### config.mk
export PLATFORM = sky130hd
export DESIGN_NAME = serial_port_command_and_line_config
export DESIGN_NICKNAME = d
export VERILOG_FILES = /design/src/hw/spc_pkg.sv /design/src/hw/rx_filt_if.sv /design/src/hw/rx_maj_filter.sv /design/src/hw/serial_port_command_and_line_config.sv
export VERILOG_INCLUDE_DIRS = /design/src /design/src/hw
export SDC_FILE = /design/constraint.sdc
export NUM_CORES = 1
export LEC_CHECK = 0
export BUFFER_PORTS_ARGS = -buffer_cell sky130_fd_sc_hd__buf_2
export CORE_ASPECT_RATIO = 0.7
export CORE_MARGIN = 8
export CORE_UTILIZATION = 35
export DETAILED_ROUTE_END_ITERATION = 10
export GPL_TIMING_DRIVEN = 0
export HOLD_SLACK_MARGIN = 0.15
export SLEW_MARGIN = 5
export SYNTH_ARGS = -nofsm -noshare
export SYNTH_HDL_FRONTEND = slang
export SYNTH_SLANG_ARGS = --single-unit
### constraint.sdc
create_clock -name i_clk -period 4.15 [get_ports i_clk]
set_input_delay 0.83 -clock i_clk [delete_from_list [all_inputs] [get_ports i_clk]]
set_output_delay 0.83 -clock i_clk [all_outputs]
set_load 0.02 [all_outputs]
### src/hw/spc_consts.svh
// Offsets, field positions, reset values and counts of the serial port control block
`ifndef SPC_CONSTS_SVH
`define SPC_CONSTS_SVH
// ==========================================================
// Register offsets (byte addresses)
`define CMD_OFF 8'h00
`define MODE_OFF 8'h04
`define IER_OFF 8'h08
`define IDR_OFF 8'h0c
`define IMR_OFF 8'h10
`define CSR_OFF 8'h14
`define THR_OFF 8'h1c
// ==========================================================
// Command bits
`define C_RX_RST 2
`define C_TX_RST 3
`define C_RX_ON 4
`define C_RX_OFF 5
`define C_TX_ON 6
`define C_TX_OFF 7
`define C_ERR_CLR 8
`define C_BRK_BEGIN 9
`define C_BRK_END 10
`define C_TO_ARM 11
`define C_ADDR 12
`define C_RETRY_CLR 13
`define C_NAK_CLR 14
`define C_TO_RESTART 15
`define C_TR_ASSERT 16
`define C_TR_DEASSERT 17
`define C_SR_ASSERT 18
`define C_SR_DEASSERT 19
// ==========================================================
// Status bits
`define S_BRK 2
`define S_OVR 5
`define S_FRAME 6
`define S_PAR 7
`define S_TOUT 8
`define S_ITER 10
`define S_NAK 13
// ==========================================================
// Line configuration fields
`define F_MODE_LO 0
`define F_CLKS_LO 4
`define F_CHAR_LENGTH_LO 6
`define F_SYNC 8
`define F_PAR_LO 9
`define F_STOP_LO 12
`define F_LOOP_LO 14
`define F_BIT_ORDER_SELECT 16
`define F_NINE 17
`define F_SERIAL_CLOCK_DRIVE 18
`define F_OVER 19
`define F_NAK_INHIBIT 20
`define F_REPEAT_NAK_DISABLE 21
`define F_ITER_LO 24
`define F_FILTER 28
// ==========================================================
// Masks, resets, codes and counts
`define MODE_MASK 32'h173fffff
`define MODE_RESET 32'h00000000
`define IRQ_MASK 32'h000f3fff
`define MD_ISO_T0 4'h4
`define MD_ISO_T1 4'h6
`define CLKS_EXT 2'h3
`define LP_NORMAL 2'h0
`define LP_ECHO 2'h1
`define LP_LOCAL 2'h2
`define LP_REMOTE 2'h3
`define OVS_16 5'h10
`define OVS_8 5'h08
`define BRK_MARK_BITS 4'hc
`endif

### src/hw/spc_pkg.sv
// Types shared by the serial port control block
package spc_pkg;
    typedef logic [31:0] word_t;
    typedef enum logic [1:0] {BRK_IDLE, BRK_WAIT, BRK_ON, BRK_MARK} brk_e;
endpackage
### src/hw/rx_filt_if.sv
// Receive line filter connection
`timescale 1ns/1ps
interface rx_filt_if;
    logic raw;
    logic tick;
    logic en;
    logic clean;
    modport ctl (output raw, output tick, output en, input clean);
    modport filt (input raw, input tick, input en, output clean);
endinterface

### src/hw/rx_maj_filter.sv
// Three-sample majority filter for the receive line
`timescale 1ns/1ps
module rx_maj_filter (
    input wire logic i_clk,
    input wire logic i_resetn,
    rx_filt_if.filt f
);
    logic [2:0] samp;
    logic maj;

    assign maj = (samp[0] & samp[1]) | (samp[1] & samp[2]) | (samp[0] & samp[2]);

    always_ff @(posedge i_clk or negedge i_resetn) begin
        if (!i_resetn) begin
            samp <= 3'h7;
        end else if (f.tick) begin
            samp <= {samp[1:0], f.raw};
        end
    end

    always_ff @(posedge i_clk or negedge i_resetn) begin
        if (!i_resetn) begin
            f.clean <= 1'b1;
        end else begin
            f.clean <= f.en ? maj : f.raw;
        end
    end
endmodule

### src/hw/serial_port_command_and_line_config.sv
// Command decode and line configuration of the serial port
//
// How it works
// - Reset command bits pulse receiver/transmitter reset
// - Receiver on unless off set; off wins
// - Transmitter on unless off set; off wins
// - Error clear drops parity, frame, overrun, break
// - Break starts after holding and shift empty
// - Break ends on end command once one character has passed, then 12 marks
// - Timer arm clears flag, holds until character
// - Multidrop address command marks next character
// - Retry clear in smart card; nak clear
// - Terminal ready assert low, deassert high
// - Send request assert low, deassert high
// - Four-bit operating mode field selects mode
// - Clock source select; clock drive when internal
// - Character length 5 to 8, or nine
// - Sync select and 16x or 8x sampling
// - Parity field selects parity kind
// - Stop bit count 1, 1.5, 2
// - Loop field selects echo or loopbacks
// - Bit order select LSB or MSB first
// - Smart card nak on parity error unless inhibited
// - Count repeated naks to limit, then flag
// - Infrared filter is 2 of 3 vote
// - Interrupt enable writes set mask bits
`timescale 1ns/1ps
`include "spc_consts.svh"
module serial_port_command_and_line_config
    import spc_pkg::*;
(
    // Clock and reset
    input wire logic i_clk,
    input wire logic i_resetn,
    // Register port
    input wire logic [7:0] i_addr,
    input wire logic [31:0] i_wdata,
    input wire logic i_wr,
    input wire logic i_rd,
    output logic [31:0] o_rdata,
    // Shift engine events
    input wire logic i_thr_empty,
    input wire logic i_tsr_empty,
    input wire logic i_bit_tick,
    input wire logic i_sample_tick,
    input wire logic i_char_rx,
    input wire logic i_parity_err,
    input wire logic i_frame_err,
    input wire logic i_overrun,
    input wire logic i_break_seen,
    input wire logic i_timeout_expire,
    input wire logic i_nak_seen,
    input wire logic i_tx_serial,
    // Serial pins
    input wire logic i_rxd,
    output logic o_txd,
    output logic o_sck_oe,
    output logic o_dtr_n,
    output logic o_rts_n,
    // Engine control
    output logic o_rx_reset,
    output logic o_tx_reset,
    output logic o_rx_enable,
    output logic o_tx_enable,
    output logic o_timeout_hold,
    output logic o_timeout_restart,
    output logic o_tx_load,
    output logic [8:0] o_tx_data,
    output logic o_tx_addr_bit,
    output logic o_nak_send,
    output logic o_rx_line,
    // Line configuration
    output logic [31:0] o_line_cfg,
    output logic [3:0] o_char_bits,
    output logic [1:0] o_stop_halves,
    output logic [4:0] o_oversample,
    output logic o_msb_first,
    output logic o_smart_card
);
    // ==========================================================
    // Decode helpers
    function automatic logic [3:0] data_bits(input word_t c);
        return c[`F_NINE] ? 4'h9 : 4'h5 + {2'h0, c[`F_CHAR_LENGTH_LO +: 2]};
    endfunction

    function automatic logic [3:0] frame_bits(input word_t c);
        logic [3:0] n;
        n = data_bits(c) + 4'h2;
        if (c[`F_PAR_LO + 1 +: 2] != 2'h2) begin
            n = n + 4'h1;
        end
        if (c[`F_STOP_LO +: 2] == 2'h2) begin
            n = n + 4'h1;
        end
        return n;
    endfunction

    function automatic logic is_smart(input word_t c);
        return c[`F_MODE_LO +: 4] == `MD_ISO_T0 || c[`F_MODE_LO +: 4] == `MD_ISO_T1;
    endfunction

    // ==========================================================
    // Write strobes
    word_t cfg;
    logic cmd_wr;
    logic [31:0] cw;
    logic smart;
    logic multidrop;
    logic [1:0] loop;

    assign cmd_wr = i_wr && i_addr == `CMD_OFF;
    assign cw = cmd_wr ? i_wdata : 32'h0;
    assign smart = is_smart(cfg);
    assign multidrop = cfg[`F_PAR_LO + 1 +: 2] == 2'h3;
    assign loop = cfg[`F_LOOP_LO +: 2];

    // ==========================================================
    // Line configuration register
    always_ff @(posedge i_clk or negedge i_resetn) begin
        if (!i_resetn) begin
            cfg <= `MODE_RESET;
        end else if (i_wr && i_addr == `MODE_OFF) begin
            cfg <= i_wdata & `MODE_MASK;
        end
    end

    always_ff @(posedge i_clk or negedge i_resetn) begin
        if (!i_resetn) begin
            o_line_cfg <= `MODE_RESET;
            o_char_bits <= 4'h5;
            o_stop_halves <= 2'h2;
            o_oversample <= `OVS_16;
            o_msb_first <= 1'b0;
            o_smart_card <= 1'b0;
            o_sck_oe <= 1'b0;
        end else begin
            o_line_cfg <= cfg;
            o_char_bits <= data_bits(cfg);
            case (cfg[`F_STOP_LO +: 2])
                2'h0: o_stop_halves <= 2'h2;
                2'h1: o_stop_halves <= cfg[`F_SYNC] ? 2'h0 : 2'h3;
                2'h2: o_stop_halves <= 2'h0;
                default: o_stop_halves <= 2'h0;
            endcase
            o_oversample <= cfg[`F_OVER] ? `OVS_8 : `OVS_16;
            o_msb_first <= cfg[`F_BIT_ORDER_SELECT];
            o_smart_card <= smart;
            o_sck_oe <= cfg[`F_SERIAL_CLOCK_DRIVE] && cfg[`F_CLKS_LO +: 2] != `CLKS_EXT;
        end
    end

    // ==========================================================
    // Receiver and transmitter control
    always_ff @(posedge i_clk or negedge i_resetn) begin
        if (!i_resetn) begin
            o_rx_reset <= 1'b0;
            o_tx_reset <= 1'b0;
        end else begin
            o_rx_reset <= cw[`C_RX_RST];
            o_tx_reset <= cw[`C_TX_RST];
        end
    end

    always_ff @(posedge i_clk or negedge i_resetn) begin
        if (!i_resetn) begin
            o_rx_enable <= 1'b0;
        end else if (cw[`C_RX_OFF]) begin
            o_rx_enable <= 1'b0;
        end else if (cw[`C_RX_ON]) begin
            o_rx_enable <= 1'b1;
        end
    end

    always_ff @(posedge i_clk or negedge i_resetn) begin
        if (!i_resetn) begin
            o_tx_enable <= 1'b0;
        end else if (cw[`C_TX_OFF]) begin
            o_tx_enable <= 1'b0;
        end else if (cw[`C_TX_ON]) begin
            o_tx_enable <= 1'b1;
        end
    end

    // ==========================================================
    // Modem lines
    always_ff @(posedge i_clk or negedge i_resetn) begin
        if (!i_resetn) begin
            o_dtr_n <= 1'b1;
            o_rts_n <= 1'b1;
        end else begin
            if (cw[`C_TR_DEASSERT]) begin
                o_dtr_n <= 1'b1;
            end else if (cw[`C_TR_ASSERT]) begin
                o_dtr_n <= 1'b0;
            end
            if (cw[`C_SR_DEASSERT]) begin
                o_rts_n <= 1'b1;
            end else if (cw[`C_SR_ASSERT]) begin
                o_rts_n <= 1'b0;
            end
        end
    end

    // ==========================================================
    // Status flags, set wins over clear
    logic f_par, f_frame, f_ovr, f_brk, f_tout, f_iter, f_nak;
    logic iter_clr;

    assign iter_clr = cw[`C_RETRY_CLR] && smart;

    always_ff @(posedge i_clk or negedge i_resetn) begin
        if (!i_resetn) begin
            f_par <= 1'b0;
            f_frame <= 1'b0;
            f_ovr <= 1'b0;
            f_brk <= 1'b0;
        end else begin
            f_par <= i_parity_err | (f_par & ~cw[`C_ERR_CLR]);
            f_frame <= i_frame_err | (f_frame & ~cw[`C_ERR_CLR]);
            f_ovr <= i_overrun | (f_ovr & ~cw[`C_ERR_CLR]);
            f_brk <= i_break_seen | (f_brk & ~cw[`C_ERR_CLR]);
        end
    end

    // ==========================================================
    // Idle timer
    always_ff @(posedge i_clk or negedge i_resetn) begin
        if (!i_resetn) begin
            f_tout <= 1'b0;
            o_timeout_hold <= 1'b0;
            o_timeout_restart <= 1'b0;
        end else begin
            f_tout <= i_timeout_expire | (f_tout & ~cw[`C_TO_ARM]);
            if (i_char_rx) begin
                o_timeout_hold <= 1'b0;
            end else if (cw[`C_TO_ARM]) begin
                o_timeout_hold <= 1'b1;
            end
            o_timeout_restart <= cw[`C_TO_RESTART];
        end
    end

    // ==========================================================
    // Smart card negative acknowledge
    logic [2:0] iter_cnt;
    logic at_limit;
    logic bad_char;

    assign at_limit = iter_cnt == cfg[`F_ITER_LO +: 3];
    assign bad_char = smart && i_parity_err;

    always_ff @(posedge i_clk or negedge i_resetn) begin
        if (!i_resetn) begin
            iter_cnt <= 3'h0;
        end else if (o_rx_reset || (i_char_rx && !i_parity_err)) begin
            iter_cnt <= 3'h0;
        end else if (bad_char && cfg[`F_REPEAT_NAK_DISABLE] && !at_limit) begin
            iter_cnt <= iter_cnt + 3'h1;
        end
    end

    always_ff @(posedge i_clk or negedge i_resetn) begin
        if (!i_resetn) begin
            o_nak_send <= 1'b0;
            f_iter <= 1'b0;
            f_nak <= 1'b0;
        end else begin
            o_nak_send <= bad_char && !cfg[`F_NAK_INHIBIT] &&
                (!cfg[`F_REPEAT_NAK_DISABLE] || !at_limit);
            f_iter <= (bad_char && cfg[`F_REPEAT_NAK_DISABLE] && at_limit) |
                (f_iter & ~iter_clr);
            f_nak <= i_nak_seen | (f_nak & ~cw[`C_NAK_CLR]);
        end
    end

    // ==========================================================
    // Transmit holding write and address marking
    logic addr_pend;
    logic thr_wr;

    assign thr_wr = i_wr && i_addr == `THR_OFF;

    always_ff @(posedge i_clk or negedge i_resetn) begin
        if (!i_resetn) begin
            addr_pend <= 1'b0;
        end else if (o_tx_reset || thr_wr) begin
            addr_pend <= 1'b0;
        end else if (cw[`C_ADDR] && multidrop) begin
            addr_pend <= 1'b1;
        end
    end

    always_ff @(posedge i_clk or negedge i_resetn) begin
        if (!i_resetn) begin
            o_tx_load <= 1'b0;
            o_tx_data <= 9'h0;
            o_tx_addr_bit <= 1'b0;
        end else begin
            o_tx_load <= thr_wr;
            if (thr_wr) begin
                o_tx_data <= i_wdata[8:0];
                o_tx_addr_bit <= addr_pend && multidrop;
            end
        end
    end

    // ==========================================================
    // Break sequencer
    brk_e brk_st;
    logic [3:0] brk_cnt;
    logic brk_stop;

    always_ff @(posedge i_clk or negedge i_resetn) begin
        if (!i_resetn) begin
            brk_st <= BRK_IDLE;
            brk_cnt <= 4'h0;
            brk_stop <= 1'b0;
        end else if (o_tx_reset) begin
            brk_st <= BRK_IDLE;
            brk_cnt <= 4'h0;
            brk_stop <= 1'b0;
        end else begin
            case (brk_st)
                BRK_IDLE: begin
                    brk_stop <= 1'b0;
                    brk_cnt <= 4'h0;
                    if (cw[`C_BRK_BEGIN]) begin
                        brk_st <= BRK_WAIT;
                    end
                end
                BRK_WAIT: begin
                    if (i_thr_empty && i_tsr_empty) begin
                        brk_st <= BRK_ON;
                    end
                end
                BRK_ON: begin
                    if (cw[`C_BRK_END]) begin
                        brk_stop <= 1'b1;
                    end
                    if (i_bit_tick && brk_cnt < frame_bits(cfg)) begin
                        brk_cnt <= brk_cnt + 4'h1;
                    end
                    if (brk_stop && brk_cnt >= frame_bits(cfg)) begin
                        brk_st <= BRK_MARK;
                        brk_cnt <= 4'h0;
                    end
                end
                BRK_MARK: begin
                    if (i_bit_tick) begin
                        brk_cnt <= brk_cnt + 4'h1;
                        if (brk_cnt == `BRK_MARK_BITS - 4'h1) begin
                            brk_st <= BRK_IDLE;
                        end
                    end
                end
                default: brk_st <= BRK_IDLE;
            endcase
        end
    end

    // ==========================================================
    // Line routing
    rx_filt_if filt ();

    assign filt.raw = loop == `LP_LOCAL ? i_tx_serial : i_rxd;
    assign filt.tick = i_sample_tick;
    assign filt.en = cfg[`F_FILTER];
    assign o_rx_line = filt.clean;

    rx_maj_filter u_filter (
        .i_clk(i_clk),
        .i_resetn(i_resetn),
        .f(filt)
    );

    always_ff @(posedge i_clk or negedge i_resetn) begin
        if (!i_resetn) begin
            o_txd <= 1'b1;
        end else begin
            case (loop)
                `LP_NORMAL: o_txd <= brk_st == BRK_ON ? 1'b0 :
                    brk_st == BRK_MARK ? 1'b1 : i_tx_serial;
                `LP_ECHO: o_txd <= i_rxd;
                `LP_LOCAL: o_txd <= 1'b1;
                default: o_txd <= i_rxd;
            endcase
        end
    end

    // ==========================================================
    // Interrupt mask
    logic [31:0] imr;

    always_ff @(posedge i_clk or negedge i_resetn) begin
        if (!i_resetn) begin
            imr <= 32'h0;
        end else if (i_wr && i_addr == `IER_OFF) begin
            imr <= imr | (i_wdata & `IRQ_MASK);
        end else if (i_wr && i_addr == `IDR_OFF) begin
            imr <= imr & ~i_wdata;
        end
    end

    // ==========================================================
    // Read port
    logic [31:0] csr;

    always_comb begin
        csr = 32'h0;
        csr[`S_PAR] = f_par;
        csr[`S_FRAME] = f_frame;
        csr[`S_OVR] = f_ovr;
        csr[`S_BRK] = f_brk;
        csr[`S_TOUT] = f_tout;
        csr[`S_ITER] = f_iter;
        csr[`S_NAK] = f_nak;
    end

    always_ff @(posedge i_clk or negedge i_resetn) begin
        if (!i_resetn) begin
            o_rdata <= 32'h0;
        end else if (i_rd) begin
            case (i_addr)
                `MODE_OFF: o_rdata <= cfg;
                `IMR_OFF: o_rdata <= imr;
                `CSR_OFF: o_rdata <= csr;
                default: o_rdata <= 32'h0;
            endcase
        end else begin
            o_rdata <= 32'h0;
        end
    end
endmodule

Yosys cells after proc, flatten, opt, wreduce, memory -nomap -nowiden
Cells that the tools add are included. Widths: inputs -> output; s select.

Add/subtract/negate cells: 6. Order comparisons: 2. Equality and inequality tests: 26. Mux-type cells: 49. Bitwise logic cells: 26. Reductions and logical operators: 44.

Operators by type and width (number): $mux 32 (3); $pmux 32 s3 (1); $mux 4 (11); $and 32x32->32 (1); $not 32->32 (1); $or 32x20->32 (1); $eq 8x5->1 const B (3); $mux 20 (1); $logic_and 1x1->1 (19); $mux 1 (18); $ne 3x3->1 const B (6); $eq 8x4->1 const B (2); $reduce_bool 2->1 (8); $mux 2 (7); $add 4x1->4 const B (3); $pmux 4 s3 (1); $and 1x1->1 (10); $eq 2x2->1 const B (5); $or 1x1->1 (9); $eq 4x3->1 const B (2); $eq 8x3->1 const B (1); $logic_not 8->1 (1); $pmux 2 s4 (1); $logic_not 2->1 (3); 22 further kinds (35).

Register bits: 173. Output and inout bits: 100. Logic and storage cells: 190.

Depth between registers and ports, before layout
Depth after elaboration: 17. Gate-level depth with buffers: 14.

Hierarchy
From an unflattened synthesis, not the netlist that was laid out.

Cells, all modules: 521. Area total of the unflattened synthesis: 6756.5 um2.

Modules (own cells, without submodules): serial_port_command_and_line_config (instances 1, cells an instance 510, area an instance 6597.6 um2, seq. area each 4112.7 um2); rx_maj_filter (instances 1, cells an instance 11, area an instance 158.9 um2, seq. area each 105.1 um2).

Worst setup path before layout
OpenSTA, ideal clock, no wires.

Path type: reg-to-reg. From: reg cfg[6]. To: reg brk_cnt[1]. Setup time: 0.125 ns. Arrival: 3.131 ns. Path slack: 0.894 ns. Cell stages (with the launch flop): 14. Buffers on the path: 0. Clock period less this slack: 3.256 ns. Cells stage by stage: dfrtp_1 -> ha_1 -> nand2b_1 -> ha_1 -> mux2_2 -> ha_1 -> nand2_1 -> xor2_1 -> xnor2_1 -> ha_1 -> nand4_1 -> a41o_1 -> o21ai_0 -> mux2_2.

Longest elaborated chain between the ends: 16. Elaborated cells on any way between the ends: 20. Classes of those cells: 4 x add/sub; 2 x order compare; 1 x eq/ne; 10 x mux; 3 x reduce/logical.

Ends and longest elaborated chain: start, declared (line serial_port_command_and_line_config.sv:104) `word_t cfg;`; start signal, assigned (line serial_port_command_and_line_config.sv:121) `` cfg <= `MODE_RESET; ``; start signal, assigned (line serial_port_command_and_line_config.sv:123) `` cfg <= i_wdata & `MODE_MASK; ``; $add 3x2->4 * (line serial_port_command_and_line_config.sv:83) `` return c[`F_NINE] ? 4'h9 : 4'h5 + {2'h0, c[`F_CHAR_LENGTH_LO +: 2]}; ``; $mux 4 * (line serial_port_command_and_line_config.sv:83); $add 4x2->4 * (line serial_port_command_and_line_config.sv:88) `n = data_bits(c) + 4'h2;`; $add 4x1->4 (line serial_port_command_and_line_config.sv:90) `n = n + 4'h1;`; $mux 4 * (line serial_port_command_and_line_config.sv:89) `` if (c[`F_PAR_LO + 1 +: 2] != 2'h2) begin ``; $mux 4 * (line serial_port_command_and_line_config.sv:323) `case (brk_st)`; $mux 4 * (line serial_port_command_and_line_config.sv:318) `end else if (o_tx_reset) begin`; $add 4x1->4 (line serial_port_command_and_line_config.sv:93) `n = n + 4'h1;`; $mux 4 * (line serial_port_command_and_line_config.sv:92) `` if (c[`F_STOP_LO +: 2] == 2'h2) begin ``; $mux 4 * (line serial_port_command_and_line_config.sv:323); $mux 4 * (line serial_port_command_and_line_config.sv:318); $ge 4x4->1 (line serial_port_command_and_line_config.sv:343) `if (brk_stop && brk_cnt >= frame_bits(cfg)) begin`; $logic_and 1x1->1 (line serial_port_command_and_line_config.sv:343); $mux 4 (line serial_port_command_and_line_config.sv:343); $pmux 4 s3 (line serial_port_command_and_line_config.sv:323); $mux 4 (line serial_port_command_and_line_config.sv:318); end signal, assigned (line serial_port_command_and_line_config.sv:341) `brk_cnt <= brk_cnt + 4'h1;`; end signal, assigned (line serial_port_command_and_line_config.sv:350) `brk_cnt <= brk_cnt + 4'h1;`; end, declared (line serial_port_command_and_line_config.sv:310) `logic [3:0] brk_cnt;`.

Every way passes the cells marked *; elsewhere a longest branch is shown, timed or not. The select of a mux whose other input is x is not followed. A chain may end at the register's enable or synchronous reset.

Final worst setup path
Ends and elaborated chain as after synthesis.

==> out/results.ini <==
[status]
status = complete, no violations

[cells_and_area]
final_core_util_pct = 44.9
num-nets-final = 768
final_cell_area_um2 = 8540
layout-drive-gt1-share_pct = 37.1
final_cell_mix = dfrtp_1 (157), buf_2 (148), nor2_1 (38)
syn_to_final_growth_pct = 25.1
diodes = 0
seq_area_um2 = 4220
multi_input_area_um2 = 2390
final_common_cell = dfrtp_1
stdcell_count = 973
fillers = 1786

[place]
post-place-cells = 941
hpwlAfterDp_um = 13800
port_buffers = 146
gp_congestion = 0.779
placed_cell_area_um2 = 7960

[cts]
clk_latency_ns = 0.42
htree_levels = 4
root_buffer = clkbuf_16
cts_tree = built
clock_tree.buffer_depth = 2
clk_pin_slew_worst_paths_ns = 0.07
ctsResizeCount = 0
ctsHoldBuffers = 0
post-cts-setup-buffers = 0
clock-sinks = 168
cts_buffers = 17

[die]
num_rows = 42
io-pin-count = 157
die-width_um = 183
dieHeight_um = 133
die-area_um2 = 24300
fp.coreArea_um2 = 19000
floorplan.initialDensity_pct = 35.9

[synthesis]
synth-simple-area-share_pct = 9.58
synthesis.area_um2 = 6830
synthXorXnorAreaFrac_pct = 1.54
synth_top_family_by_area = compound AO/OA/AOI/OAI gates
yosysUniqueCellTypes = 53
synthTopCellsByArea = dfrtp_1 (58%), mux2_4 (4.4%), mux2_2 (4.3%), dfstp_2 (4.2%), a22oi_1 (2.9%)
synth_fa_ha_area_share_pct = 2.89
synth.avg_cell_area_um2 = 13.1
yosys_warnings = 0
postSynth.asyncResetShare_pct = 100
synth_edf_count = 0
yosysTopAreaCell = dfrtp_1
ys_seq_elements = 168
syn_inst = 522
yosysSeqAreaShare_pct = 61.8
synth_compound_area_share_pct = 11.1
ys.flop_type = dfrtp_1
synth_top_cell_area_share_pct = 57.5
synthMuxAreaShare_pct = 9.42

[power_and_ir_drop]
p_per_area_nw_per_um2 = 460
combinationalPowerShare_pct = 14.2
switching_share_pct = 28.2
p_total_uw = 3930
intPower_uw = 2820
irDropWorstVdd_uv = 305
power.switching_uw = 1110
p_clk_share_pct = 39.8
seqPwrFrac_pct = 46.0
p_leak_uw = 0.00440

[routing]
drc = 0
drtIter0Drc = 314
drtPass1Iterations = 4
detail-route-antenna-nets = 0
num_vias = 4801
wl_per_cell_um = 19.1
viasPerCell = 4.93
wl_um = 18600

[critical_path]
arrival_ns = 4.07
worst-setup-path-type = reg -> reg
start_kind = register
critPathRequiredTime_ns = 4.46
crit_path_end_kind = register
critical_path.max_fanout = 5

[global_routing]
antenna_found_initial = 3
grt_use_total_pct = 15.7
grt_pass1_wl_um = 29500
grt_overflow_total = 0
grt_pass1_vias = 5191
grt_start_max_net_pins = 118

[timing]
min_period_over_period_pct = 90.8
finalSetupViolCount = 0
drv_slew = 0
tightest_slew_ns = 0.904
slew-limit-headroom_pct = 39.6
hold_violations = 0
rsz0062_at_grt = no
fmax_mhz = 265
finClkSkew_ns = 0.0144
fin_setup_tns_ns = 0
min_period_ns = 3.77

[run]
drv_cap = 0

[min_path]
min_path_type = in -> async

-- logic make-up after synthesis --
logic type      count (synthesis)
compound gates                102
xor+xnor                       12
simple gates                  128
flops                         168
buf+inv                        44
fa+ha+maj                      16
other cells                     1
mux                            51
-- power by group through the flow --
stage / registers (uW) / logic, uW / clock network [uW]
after floorplan: 1850 / 328 / 0
after global placement: 1830 / 521 / 0
after CTS: 1810 / 563 / 1600
after global routing: 1820 / 627 / 1670
after detailed placement: 1840 / 561 / 0
final: 1810 / 558 / 1560
-- cells in the mapped netlist, drive strengths merged (5+ instances only) --
library cell,n
xor2,6
nor3,5
buf,21
nor2,38
nor2b,6
nand2b,6
a22oi,26
mux2i,5
dfstp,11
nand3,8
and3,10
mux2,46
a21o,6
a22o,20
dfrtp,157
inv,13
a21oi,10
nand2,37
xnor2,6
clkbuf,10
o21ai,8
a21boi,16
ha,15
-- through the flow --
| step | setup WS, ns | hold slack [ns] |
|---|---|---|
| floorplan | 0.894 | 0.369 |
| global placement | -0.202 | 0.395 |
| CTS | 0.404 | 0.310 |
| global route | 0.128 | 0.326 |
| finish | 0.383 | 0.314 |
| detailed placement | 0.417 | 0.402 |
-- final timing paths --
check	from	to	slack, ns	cells past startpoint
max	cfg[6]	brk_cnt[1]	0.38	13
min	i_resetn	o_tx_data[6]	0.31	1
max reg2reg	cfg[6]	brk_cnt[1]	0.38	13
min reg2reg	cfg[16]	o_line_cfg[16]	0.42	0
max in group asynchronous	i_resetn	o_rdata[5]	2.90	2
min in group i_clk	cfg[16]	o_line_cfg[16]	0.42	0
-- layer usage --
metal,vias up,global-route usage (%),share of wire (%)
li1,2177,-,-
met1,2408,20.7,45
met2,183,23.4,44
met3,27,5.66,8.8
met4,6,5.54,1.4
met5,-,0,0.22
-- cell type report --
type,instances,share of cell area [%]
tap,264,3.87
sequential,168,49.4
timing repair buffer,147,8.99
multi-input combinational,318,28.0
buffer,31,2.33
clock inverter,15,1.87
inverter,13,0.571
clock buffer,17,4.98
-- worst max-delay path, cell delays in order, from the launching register on --
cell and delay (ns):
dfrtp_1 0.49, ha_1 0.33, nand2b_1 0.09, ha_1 0.31
mux2_2 0.30, ha_1 0.20, nand2_1 0.06, xor2_1 0.19
xnor2_1 0.09, ha_1 0.29, o211ai_1 0.17, a41o_1 0.28
o21ai_0 0.46, mux2_2 0.39
Power figures use the tool's default switching activity.
